[src/pcsmc_pkg.sv]
// Behaviour
// - loopback bit puts the serial transceiver in internal loopback
// - ten-bit variant drives loopback bit onto the external wrap output
// - control bit 13, speed lsb, always reads zero
// - control bit 6, speed msb, always reads one
// - control bits 12,9,5 plain storage; status 5 reads one, 3 zero
// - power down sets transceiver low power; only a core reset clears it
// - ten-bit variant: power down bit is storage only
// - isolate, set after reset, disconnects phy logic from gmii
// - duplex bit reads one, collision test reads zero, writes ignored
// - control bits 4:0 read zero and ignore writes
// - status bit 8 reads one, extended status present
// - status bit 7 reads one, writes ignored
// - status bit 6 reads one, preamble may be omitted by manager
// - status bit 4, remote fault, reads zero
// - status bit 2 latches low on link drop until status read
// - a status read reloads latched link bit with present link state
// - link is one while receive synchronisation is held and until the link timer runs out after its loss
// - link drop may wait one full link timer after sync loss
// - status bit 0, extended capability, reads zero
// - unimplemented addresses read zero and are read only
package pcsmc_pkg;
  localparam logic [4:0]  ADDR_CTRL    = 5'h00;
  localparam logic [4:0]  ADDR_STAT    = 5'h01;
  localparam int          CB_RESET     = 15;
  localparam int          CB_LOOP      = 14;
  localparam int          CB_SPD_LSB   = 13;
  localparam int          CB_AN_EN     = 12;
  localparam int          CB_PWR       = 11;
  localparam int          CB_ISO       = 10;
  localparam int          CB_AN_RST    = 9;
  localparam int          CB_DUPLEX    = 8;
  localparam int          CB_COLTEST   = 7;
  localparam int          CB_SPD_MSB   = 6;
  localparam int          CB_UNIDIR    = 5;
  localparam int          SB_EXT_STAT  = 8;
  localparam int          SB_UNIDIR    = 7;
  localparam int          SB_PRE_SUPP  = 6;
  localparam int          SB_AN_DONE   = 5;
  localparam int          SB_LINK      = 2;
  localparam logic        RST_AN_EN    = 1'b1;
  localparam logic        RST_ISO      = 1'b1;
  localparam logic        RST_LOOP     = 1'b0;
  localparam logic        RST_PWR      = 1'b0;
  localparam logic        RST_AN_RST   = 1'b0;
  localparam logic        RST_UNIDIR   = 1'b0;
  localparam logic        RST_LINK     = 1'b0;
  localparam logic [15:0] STAT_FIXED   = 16'h01e0;
  localparam logic [15:0] CTRL_FIXED   = 16'h0140;
  localparam int          CLK_NS       = 50;
  localparam int          LINK_TIMER_NS = 10000000;
  localparam int          LINK_TIMER_CYC = LINK_TIMER_NS / CLK_NS;
  localparam int          LT_W         = 18;
endpackage : pcsmc_pkg

[src/pcsmc_regs.sv]
`timescale 1ns/1ps
module pcsmc_regs #(
  parameter bit TBI_VARIANT    = 1'b0,
  parameter int LINK_TIMER_CYC = pcsmc_pkg::LINK_TIMER_CYC
) (
  // clock and reset
  input  wire logic        mclk,
  input  wire logic        srst,
  // register access port from the management frame engine
  input  wire logic [4:0]  reg_addr,
  input  wire logic        reg_wr,
  input  wire logic        reg_rd,
  input  wire logic [15:0] reg_wdata,
  output logic      [15:0] reg_rdata,
  output logic             reg_rvalid,
  // receive synchronisation from the coding sublayer
  input  wire logic        rx_sync,
  // controls to the datapath and transceiver
  output logic             core_reset,
  output logic             serdes_loopback,
  output logic             ewrap,
  output logic             serdes_power_down,
  output logic             gmii_isolate,
  output logic             link_ok
);

  function automatic logic hit(input logic [4:0] a, input logic [4:0] t);
    hit = (a == t);
  endfunction : hit

  // control storage
  logic             rst_bit_q;
  logic             rst_bit_d;
  logic             loop_q;
  logic             loop_d;
  logic             an_en_q;
  logic             an_en_d;
  logic             pwr_q;
  logic             pwr_d;
  logic             iso_q;
  logic             iso_d;
  logic             an_rst_q;
  logic             an_rst_d;
  logic             unidir_q;
  logic             unidir_d;
  // link tracking
  logic             link_q;
  logic             link_d;
  logic             latch_q;
  logic             latch_d;
  logic [pcsmc_pkg::LT_W-1:0] lt_cnt_q;
  logic [pcsmc_pkg::LT_W-1:0] lt_cnt_d;
  // read port and outputs
  logic [15:0]      rdata_q;
  logic [15:0]      rdata_d;
  logic             rvalid_q;
  logic             core_reset_q;
  logic             sl_q;
  logic             ewrap_q;
  logic             spd_q;
  logic             iso_out_q;

  wire        wr_ctrl  = reg_wr & hit(reg_addr, pcsmc_pkg::ADDR_CTRL);
  wire        rd_ctrl  = reg_rd & hit(reg_addr, pcsmc_pkg::ADDR_CTRL);
  wire        rd_stat  = reg_rd & hit(reg_addr, pcsmc_pkg::ADDR_STAT);
  wire        lt_done  = (lt_cnt_q ==
                          pcsmc_pkg::LT_W'(LINK_TIMER_CYC - 1));

  // control word as read back; fixed bits come from the constant
  wire [15:0] ctrl_rd  = pcsmc_pkg::CTRL_FIXED
                       | ({15'h0000, rst_bit_q} << pcsmc_pkg::CB_RESET)
                       | ({15'h0000, loop_q}    << pcsmc_pkg::CB_LOOP)
                       | ({15'h0000, an_en_q}   << pcsmc_pkg::CB_AN_EN)
                       | ({15'h0000, pwr_q}     << pcsmc_pkg::CB_PWR)
                       | ({15'h0000, iso_q}     << pcsmc_pkg::CB_ISO)
                       | ({15'h0000, an_rst_q}  << pcsmc_pkg::CB_AN_RST)
                       | ({15'h0000, unidir_q}  << pcsmc_pkg::CB_UNIDIR);
  // bits 4:0 never set above

  // status word: abilities fixed, link bit latched
  // bits 15:9, 4, 3, 1 and 0 never set
  wire [15:0] stat_rd  = pcsmc_pkg::STAT_FIXED
                       | ({15'h0000, latch_q} << pcsmc_pkg::SB_LINK);

  assign rdata_d = rd_ctrl ? ctrl_rd :
                   rd_stat ? stat_rd : 16'h0000;

  // self clearing reset bit: held one cycle, then applied
  assign rst_bit_d = wr_ctrl & reg_wdata[pcsmc_pkg::CB_RESET];
  assign loop_d    = wr_ctrl ? reg_wdata[pcsmc_pkg::CB_LOOP] : loop_q;
  assign an_en_d   = wr_ctrl ? reg_wdata[pcsmc_pkg::CB_AN_EN] : an_en_q;
  assign an_rst_d  = wr_ctrl ? reg_wdata[pcsmc_pkg::CB_AN_RST] : an_rst_q;
  assign unidir_d  = wr_ctrl ? reg_wdata[pcsmc_pkg::CB_UNIDIR] : unidir_q;
  assign iso_d     = wr_ctrl ? reg_wdata[pcsmc_pkg::CB_ISO] : iso_q;
  // power down: a write of one sets it, a write of zero does not clear;
  // a set written in the cycle the reset bit is held wins; a set in the same write as the reset bit is cleared
  assign pwr_d     = (wr_ctrl & reg_wdata[pcsmc_pkg::CB_PWR])
                   | (pwr_q & ~rst_bit_q);

  // link follows sync up at once, drops after the link timer
  assign lt_cnt_d  = (rx_sync | ~link_q | lt_done) ? '0 :
                     lt_cnt_q + pcsmc_pkg::LT_W'(1);
  assign link_d    = rx_sync ? 1'b1 :
                     (link_q & ~lt_done);
  // latched low bit: a read reloads, otherwise only falls
  assign latch_d   = rd_stat ? link_q : (latch_q & link_q);

  always_ff @(posedge mclk) begin
    if (srst) begin
      rst_bit_q <= 1'b0;
      loop_q    <= pcsmc_pkg::RST_LOOP;
      an_en_q   <= pcsmc_pkg::RST_AN_EN;
      pwr_q     <= pcsmc_pkg::RST_PWR;
      iso_q     <= pcsmc_pkg::RST_ISO;
      an_rst_q  <= pcsmc_pkg::RST_AN_RST;
      unidir_q  <= pcsmc_pkg::RST_UNIDIR;
    end else begin
      rst_bit_q <= rst_bit_d;
      loop_q    <= loop_d;
      an_en_q   <= an_en_d;
      pwr_q     <= pwr_d;
      iso_q     <= iso_d;
      an_rst_q  <= an_rst_d;
      unidir_q  <= unidir_d;
    end
  end

  always_ff @(posedge mclk) begin
    if (srst) begin
      link_q   <= pcsmc_pkg::RST_LINK;
      latch_q  <= pcsmc_pkg::RST_LINK;
      lt_cnt_q <= '0;
    end else begin
      link_q   <= link_d;
      latch_q  <= latch_d;
      lt_cnt_q <= lt_cnt_d;
    end
  end

  always_ff @(posedge mclk) begin
    if (srst) begin
      rdata_q      <= 16'h0000;
      rvalid_q     <= 1'b0;
      core_reset_q <= 1'b0;
      sl_q         <= 1'b0;
      ewrap_q      <= 1'b0;
      spd_q        <= 1'b0;
      iso_out_q    <= pcsmc_pkg::RST_ISO;
    end else begin
      rdata_q      <= rdata_d;
      rvalid_q     <= reg_rd;
      core_reset_q <= rst_bit_q;
      sl_q         <= loop_q & ~TBI_VARIANT;
      ewrap_q      <= loop_q & TBI_VARIANT;
      spd_q        <= pwr_q & ~TBI_VARIANT;
      iso_out_q    <= iso_q;
    end
  end

  assign reg_rdata         = rdata_q;
  assign reg_rvalid        = rvalid_q;
  assign core_reset        = core_reset_q;
  assign serdes_loopback   = sl_q;
  assign ewrap             = ewrap_q;
  assign serdes_power_down = spd_q;
  assign gmii_isolate      = iso_out_q;
  assign link_ok           = link_q;
endmodule : pcsmc_regs

[config.mk]
export PLATFORM = sky130hd
export DESIGN_NAME = pcsmc_regs
export DESIGN_NICKNAME = d
export VERILOG_FILES = /design/src/pcsmc_pkg.sv /design/src/pcsmc_regs.sv
export SDC_FILE = /design/constraint.sdc
export NUM_CORES = 1
export LEC_CHECK = 0
export BUFFER_PORTS_ARGS = -buffer_cell sky130_fd_sc_hd__buf_4
export CORE_AREA = 3 3 68 64
export CTS_CLUSTER_SIZE = 16
export DETAILED_ROUTE_END_ITERATION = 7
export DIE_AREA = 0 0 71 67
export PLACE_DENSITY = 0.72
export SYNTH_ARGS = -nofsm -noshare
export SYNTH_HDL_FRONTEND = slang
export SYNTH_SLANG_ARGS = --single-unit
export TNS_END_PERCENT = 5
[constraint.sdc]
create_clock -name mclk -period 5.1 [get_ports mclk]
set_clock_uncertainty 0.2 [all_clocks]
set_input_delay 0.765 -clock mclk [delete_from_list [all_inputs] [get_ports mclk]]
set_output_delay 0.765 -clock mclk [all_outputs]
set_load 0.02 [all_outputs]
==> flow_metrics.py, run 1 <==
metrics = {
    "outcome": {
        "status": "finished, final reports clean",
    },
    "cts": {
        "clkTransAtPathRegs_ns": 0.07,
        "clk_latency_ns": 0.29,
        "clockBufferDepth": 2,
        "htreeDepth": 2,
        "cts_hold_buf": 0,
        "ctsResizeCount": 0,
        "cts_inserted_buffers": 5,
        "root_buffer": "clkbuf_8",
        "clock-sinks": 42,
        "cts_tree": "built",
        "cts_setup_buffers": 0,
    },
    "synth": {
        "syn_inst": 169,
        "yosysSeqAreaShare_pct": 50.8,
        "synth_edf_count": 0,
        "synth.distinct_cells": 40,
        "yosys_warnings": 0,
        "syn_area_sq_mm": 0.00165,
        "syn_avg_cell_area_sq_um": 9.79,
        "synthArstFlopShare_pct": 0,
        "synth_flop_cell": "dfxtp_1",
        "ys_ff_latch": 42,
    },
    "setup_path": {
        "critPathLaunchType": "primary input",
        "cp_top_family": "simple AND/OR/NAND/NOR gates",
        "path_buf_inv": 1,
        "cp_max_fo": 9,
        "worstRegToRegCells": 4,
        "crit_chain": "buf_4 -> nor4_2 -> nand3b_2 -> a211o_1",
        "worstSetupEndpoint": "iso_q",
        "path_depth": 4,
        "timing.rr.end": "lt_cnt_q[2]",
        "cp_slowest_cell": "nor4_2",
        "crit_path_end_kind": "flip-flop",
        "r2r_start": "lt_cnt_q[2]",
        "regToRegSetupSlack_ns": 3.22,
        "max_stage_delay_ns": 0.42,
        "cp.required_ns": 5.08,
        "critPathKind": "in -> reg",
        "worstPathArrival_ns": 1.94,
        "critical_path.startpoint": "reg_addr[1]",
    },
    "hold_path": {
        "hold_path_class": "reg -> reg",
    },
    "flow_run": {
        "cap_violations": 0,
    },
    "timing": {
        "hold_viol": 0,
        "tns_ns": 0,
        "slew_viol_final": 0,
        "timing.hold.ws_ns": 0.253,
        "finalSetupViolCount": 0,
        "layout_min_cycle_time_ns": 1.96,
        "finalCritPeriodShare_pct": 38.4,
        "rsz0062_at_grt": "no",
        "fmax_mhz": 511,
    },
    "drt": {
        "drc": 0,
        "wl_microns": 3060,
        "vias": 1222,
        "via_per_inst": 4.93,
        "first_pass_iters": 4,
        "ant_nets": 0,
        "dr.first_iter.drc_count": 65,
        "wl_per_cell_microns": 12.3,
    },
    "pwr": {
        "p_per_area_mw_per_mm2": 284,
        "p_leak_nw": 0.803,
        "ir_worst_vdd_uv": 101,
    },
    "die": {
        "start_util_pct": 45.0,
        "core_sq_mm": 0.00368,
        "die_h_microns": 67,
        "rows": 21,
        "die_w_microns": 71,
        "die_area_sq_mm": 0.00476,
        "boundaryPins": 49,
    },
    "global_route": {
        "antenna_found_initial": 0,
        "grt_pass1_vias": 1138,
        "grt_overflow": 0,
        "track_usage_pct": 14.2,
        "grt_pass1_wl_microns": 5180,
        "grt_max_degree": 19,
    },
    "finish": {
        "nFillCells": 353,
        "synthToLayoutAreaGrowth_pct": 18.4,
        "stdcell_area_sq_mm": 0.00196,
        "drive_gt1_share_pct": 23.3,
        "diodes": 0,
        "utilization_pct": 53.2,
        "final_cells": 248,
        "final_nets": 229,
    },
    "placement": {
        "io_buffer_count": 33,
        "hpwl_microns": 2210,
        "dpl-instance-area_sq_mm": 0.00188,
        "routabilityCongestion": 0.808,
        "dp_cells": 241,
    },
}
## kinds of logic (layout without fill, tap and decap cells)
logic type      count (synthesis)  in the layout  synth area share, %
flops                          42             42                 50.8
compound gates                 11             11                 5.14
mux                             3              3                 1.82
buf+inv                        19             47                 7.41
xor+xnor                       14             14                 7.41
simple gates                   78             78                 26.4
fa+ha+maj                       1              1                0.756
other cells                     1              6                0.227
## tightest hold or removal path: cells and delay by family (launching register included)
family                 cells  cell delay, ns
DFF                        1            0.30
buffers and inverters      1            0.06
and+or+nand+nor            1            0.05
## worst min path at each step
stage | start | end | slack (ns) | depth (start not counted)
after floorplan | latch_q | reg_rdata[2] | 0.22 | 2
after global placement | latch_q | reg_rdata[2] | 0.23 | 2
after detailed placement | latch_q | reg_rdata[2] | 0.24 | 2
after CTS | latch_q | reg_rdata[2] | 0.25 | 2
after global routing | latch_q | reg_rdata[2] | 0.27 | 2
final | latch_q | reg_rdata[2] | 0.25 | 2
## cell usage in the layout (no fill, tap or decap), types with 3 or more instances in the layout
cell	count
conb_1	6
nor4_1	3
nand3_1	7
and2_1	8
xor2_1	9
clkbuf_8	5
mux2i_1	3
inv_1	7
nand2_1	5
xnor2_1	5
nand4_1	8
buf_4	33
dfxtp_1	42
nor2_1	26
nor2b_1	4
## sequential cells by signal, indices dropped and copies added, names as in the netlist
| signal | flops |
|---|---|
| serdes_loopback | 1 |
| pwr_q | 1 |
| link_ok | 1 |
| serdes_power_down | 1 |
| iso_q | 1 |
| latch_q | 1 |
| reg_rdata | 10 |
| gmii_isolate | 1 |
| an_en_q | 1 |
| lt_cnt_q | 18 |
| rst_bit_q | 1 |
| loop_q | 1 |
| core_reset | 1 |
| reg_rvalid | 1 |
| an_rst_q | 1 |
| unidir_q | 1 |
## synth_stat cells (all sizes together) (2+ instances only)
master | count | share of area [%]
or2 | 2 | 0.76
nor2b | 4 | 1.5
and2 | 8 | 3.0
buf | 9 | 4.5
nor2 | 26 | 5.9
dfxtp | 42 | 51
nand4 | 9 | 3.8
a21oi | 3 | 1.1
nor4 | 4 | 1.9
clkbuf | 3 | 1.3
a211o | 2 | 1.1
inv | 7 | 1.6
xor2 | 9 | 4.8
mux2i | 3 | 1.8
nor3 | 2 | 0.61
o21ai | 3 | 1.6
and4 | 2 | 1.2
xnor2 | 5 | 2.6
nand3 | 7 | 2.1
or3 | 2 | 0.76
nand2 | 5 | 1.1
## area by class of cell
class	count	area [sq um]	area share, %
inverters	7	26.3	1.34
clock buffers	7	76.3	3.90
repair buffers	33	248	12.7
multi-input cells	113	709	36.2
well taps	46	57.6	2.94
flip-flops and latches	42	841	42.9
## routing by layer
layer  global-route usage, %  routed length [microns]
met3                    5.28                      207
met4                    6.34                       51
met5                       0                        0
met2                    23.0                     1360
met1                    16.7                     1440
## power breakdown
| part | switching, mW | total [mW] | internal (mW) |
|---|---|---|---|
| logic | 0.0152 | 0.0281 | 0.0129 |
| clock network | 0.102 | 0.197 | 0.0942 |
| registers | 0.00142 | 0.332 | 0.330 |
## metrics by stage
step | setup slack (ns) | power (mW)
2_1_floorplan | 3.14 | 0.357
3_3_place_gp | 2.88 | 0.367
3_5_place_dp | 2.89 | 0.368
4_1_cts | 3.15 | 0.564
5_1_grt | 3.02 | 0.581
6_report | 3.14 | 0.556
(Power assumes the default switching activity.)
==> inputs of run 2 (changes only) <==
clock period = 1.93 ns   (was 5.1 ns; I/O delays follow)
==> run 2 against run 1 <==
Critical path depth did not move; largest cell class unchanged; routed wire length fell by 1.8%; largest power group unchanged; utilization rose by 1.3 points; clock-buffer cell count decreased by 1; global-route usage is essentially flat.
==> flow_metrics.py, run 2 (same netlist as run 1, synthesis figures left out) <==
metrics = {
    "outcome": {
        "status": "finished, final reports clean",
    },
    "placement": {
        "dp_cells": 245,
        "io_buffer_count": 33,
        "hpwl_microns": 2210,
        "routabilityCongestion": 0.781,
    },
    "timing": {
        "fmax_mhz": 579,
        "finalCritPeriodShare_pct": 89.5,
        "rsz0062_at_grt": "no",
        "tns_ns": 0,
        "finalSetupViolCount": 0,
        "slew_viol_final": 0,
        "hold_viol": 0,
        "layout_min_cycle_time_ns": 1.73,
    },
    "drt": {
        "wl_microns": 3010,
        "drc": 0,
        "ant_nets": 0,
        "via_per_inst": 4.81,
        "dr.first_iter.drc_count": 62,
        "vias": 1207,
        "wl_per_cell_microns": 12.0,
        "first_pass_iters": 4,
    },
    "setup_path": {
        "critPathKind": "reg -> reg",
        "critPathLaunchType": "flip-flop",
        "cp_max_fo": 8,
        "crit_path_end_kind": "flip-flop",
        "cp.required_ns": 1.95,
        "regToRegSetupSlack_ns": 0.20,
        "r2r_start": "lt_cnt_q[4]",
        "timing.rr.end": "lt_cnt_q[16]",
        "worstRegToRegCells": 4,
        "worstPathArrival_ns": 1.74,
    },
    "die": {
        "die_h_microns": 67,
        "boundaryPins": 49,
        "die_w_microns": 71,
        "rows": 21,
        "die_area_sq_mm": 0.00476,
        "start_util_pct": 45.0,
        "core_sq_mm": 0.00368,
    },
    "finish": {
        "final_common_cell": "dfxtp_1",
        "largest_reg_flops": 18,
        "diodes": 0,
        "final_cells": 251,
        "regMostFlops": "lt_cnt_q",
        "nFillCells": 340,
        "most-common-layout-cells": "dfxtp_1 (42), buf_4 (36), nor2_1 (26)",
        "drive_gt1_share_pct": 25.4,
        "synthToLayoutAreaGrowth_pct": 21.3,
        "final_nets": 233,
    },
    "cts": {
        "cts_setup_buffers": 0,
        "ctsResizeCount": 0,
        "clk_latency_ns": 0.28,
        "htreeDepth": 2,
        "cts_hold_buf": 0,
        "clockBufferDepth": 2,
        "root_buffer": "clkbuf_8",
        "clkTransAtPathRegs_ns": 0.07,
        "cts_inserted_buffers": 5,
        "clock-sinks": 42,
        "cts_tree": "built",
    },
    "hold_path": {
        "min_path_cells": 3,
        "min_from": "reg_wdata[5]",
        "hold_path_class": "in -> reg",
        "min_to": "unidir_q",
    },
    "global_route": {
        "grt_pass1_vias": 1157,
        "grt_overflow": 0,
        "grt_pass1_wl_microns": 5150,
        "antenna_found_initial": 0,
        "grt_max_degree": 19,
        "track_usage_pct": 14.1,
    },
    "pwr": {
        "p_per_area_mw_per_mm2": 745,
        "clockPowerShare_pct": 36.1,
        "switching_power_mw": 0.309,
        "ir_worst_vdd_uv": 232,
        "seq_power_share_pct": 58.6,
        "intPower_mw": 1.19,
        "p_leak_nw": 0.834,
        "p_sw_share_pct": 20.7,
        "combPwrFrac_pct": 5.3,
    },
    "flow_run": {
        "cap_violations": 0,
    },
}
run 2: cell types whose count changed in the layout (fill, tap and decap cells not counted), sizes merged:
cell    change
clkbuf      -1
buf         +4
run 2: cell type report:
type                            count  area (sq um)  area share [%]
Sequential cell                    42           841            41.9
Multi-Input combinational cell    113           709            35.3
Timing Repair Buffer               37           290            14.5
Tap cell                           46          57.6            2.87
Inverter                            7          26.3            1.31
Clock buffer                        6          82.6            4.11
run 2: metrics by stage:
| stage | hold slack, ns | total power [mW] | util [%] | instance area (sq um) | worst slack, ns |
|---|---|---|---|---|---|
| floorplan | 0.161 | 0.943 | - | 1670 | 0.337 |
| global placement | 0.228 | 0.974 | 52.3 | 1920 | 0.196 |
| detailed placement | 0.240 | 0.975 | 52.3 | 1920 | 0.176 |
| CTS | 0.0357 | 1.51 | 54.6 | 2010 | 0.219 |
| global route | 0.0752 | 1.56 | 54.6 | 2010 | 0.0933 |
| finish | 0.0408 | 1.49 | 54.6 | 2010 | 0.202 |
run 2: worst max-delay path by stage:
stage	start	endpoint	slack (ns)	cells past startpoint
final	lt_cnt_q[4]	lt_cnt_q[16]	0.20	4
after global routing	lt_cnt_q[4]	lt_cnt_q[16]	0.09	4
after CTS	lt_cnt_q[4]	lt_cnt_q[16]	0.22	4
after detailed placement	reg_addr[1]	iso_q	0.18	4
after global placement	reg_addr[1]	iso_q	0.20	4
after floorplan	lt_cnt_q[2]	lt_cnt_q[13]	0.34	6
run 2: power by group through the flow:
stage                     clock network [mW]  logic (mW)  registers (mW)
after global placement                     0      0.0785           0.896
after global routing                   0.601      0.0854           0.877
after CTS                              0.558      0.0796           0.876
after floorplan                            0      0.0419           0.901
after detailed placement                   0      0.0792           0.896
final                                  0.540      0.0787           0.876
run 2: critical path, cell delays in order, from the launching register on:
cell,delay [ns]
dfxtp_1,0.39
and4_1,0.40
nand2_1,0.15
or3_1,0.37
a21oi_1,0.14
run 2: metal layers:
| layer | up-vias | part of all wire, % | global-route usage [%] |
|---|---|---|---|
| met2 | 33 | 45 | 23.4 |
| met5 | - | 0 | 0 |
| met1 | 542 | 47 | 16.7 |
| met4 | 0 | 2.3 | 7.04 |
| met3 | 6 | 5.5 | 4.07 |
| li1 | 626 | - | - |
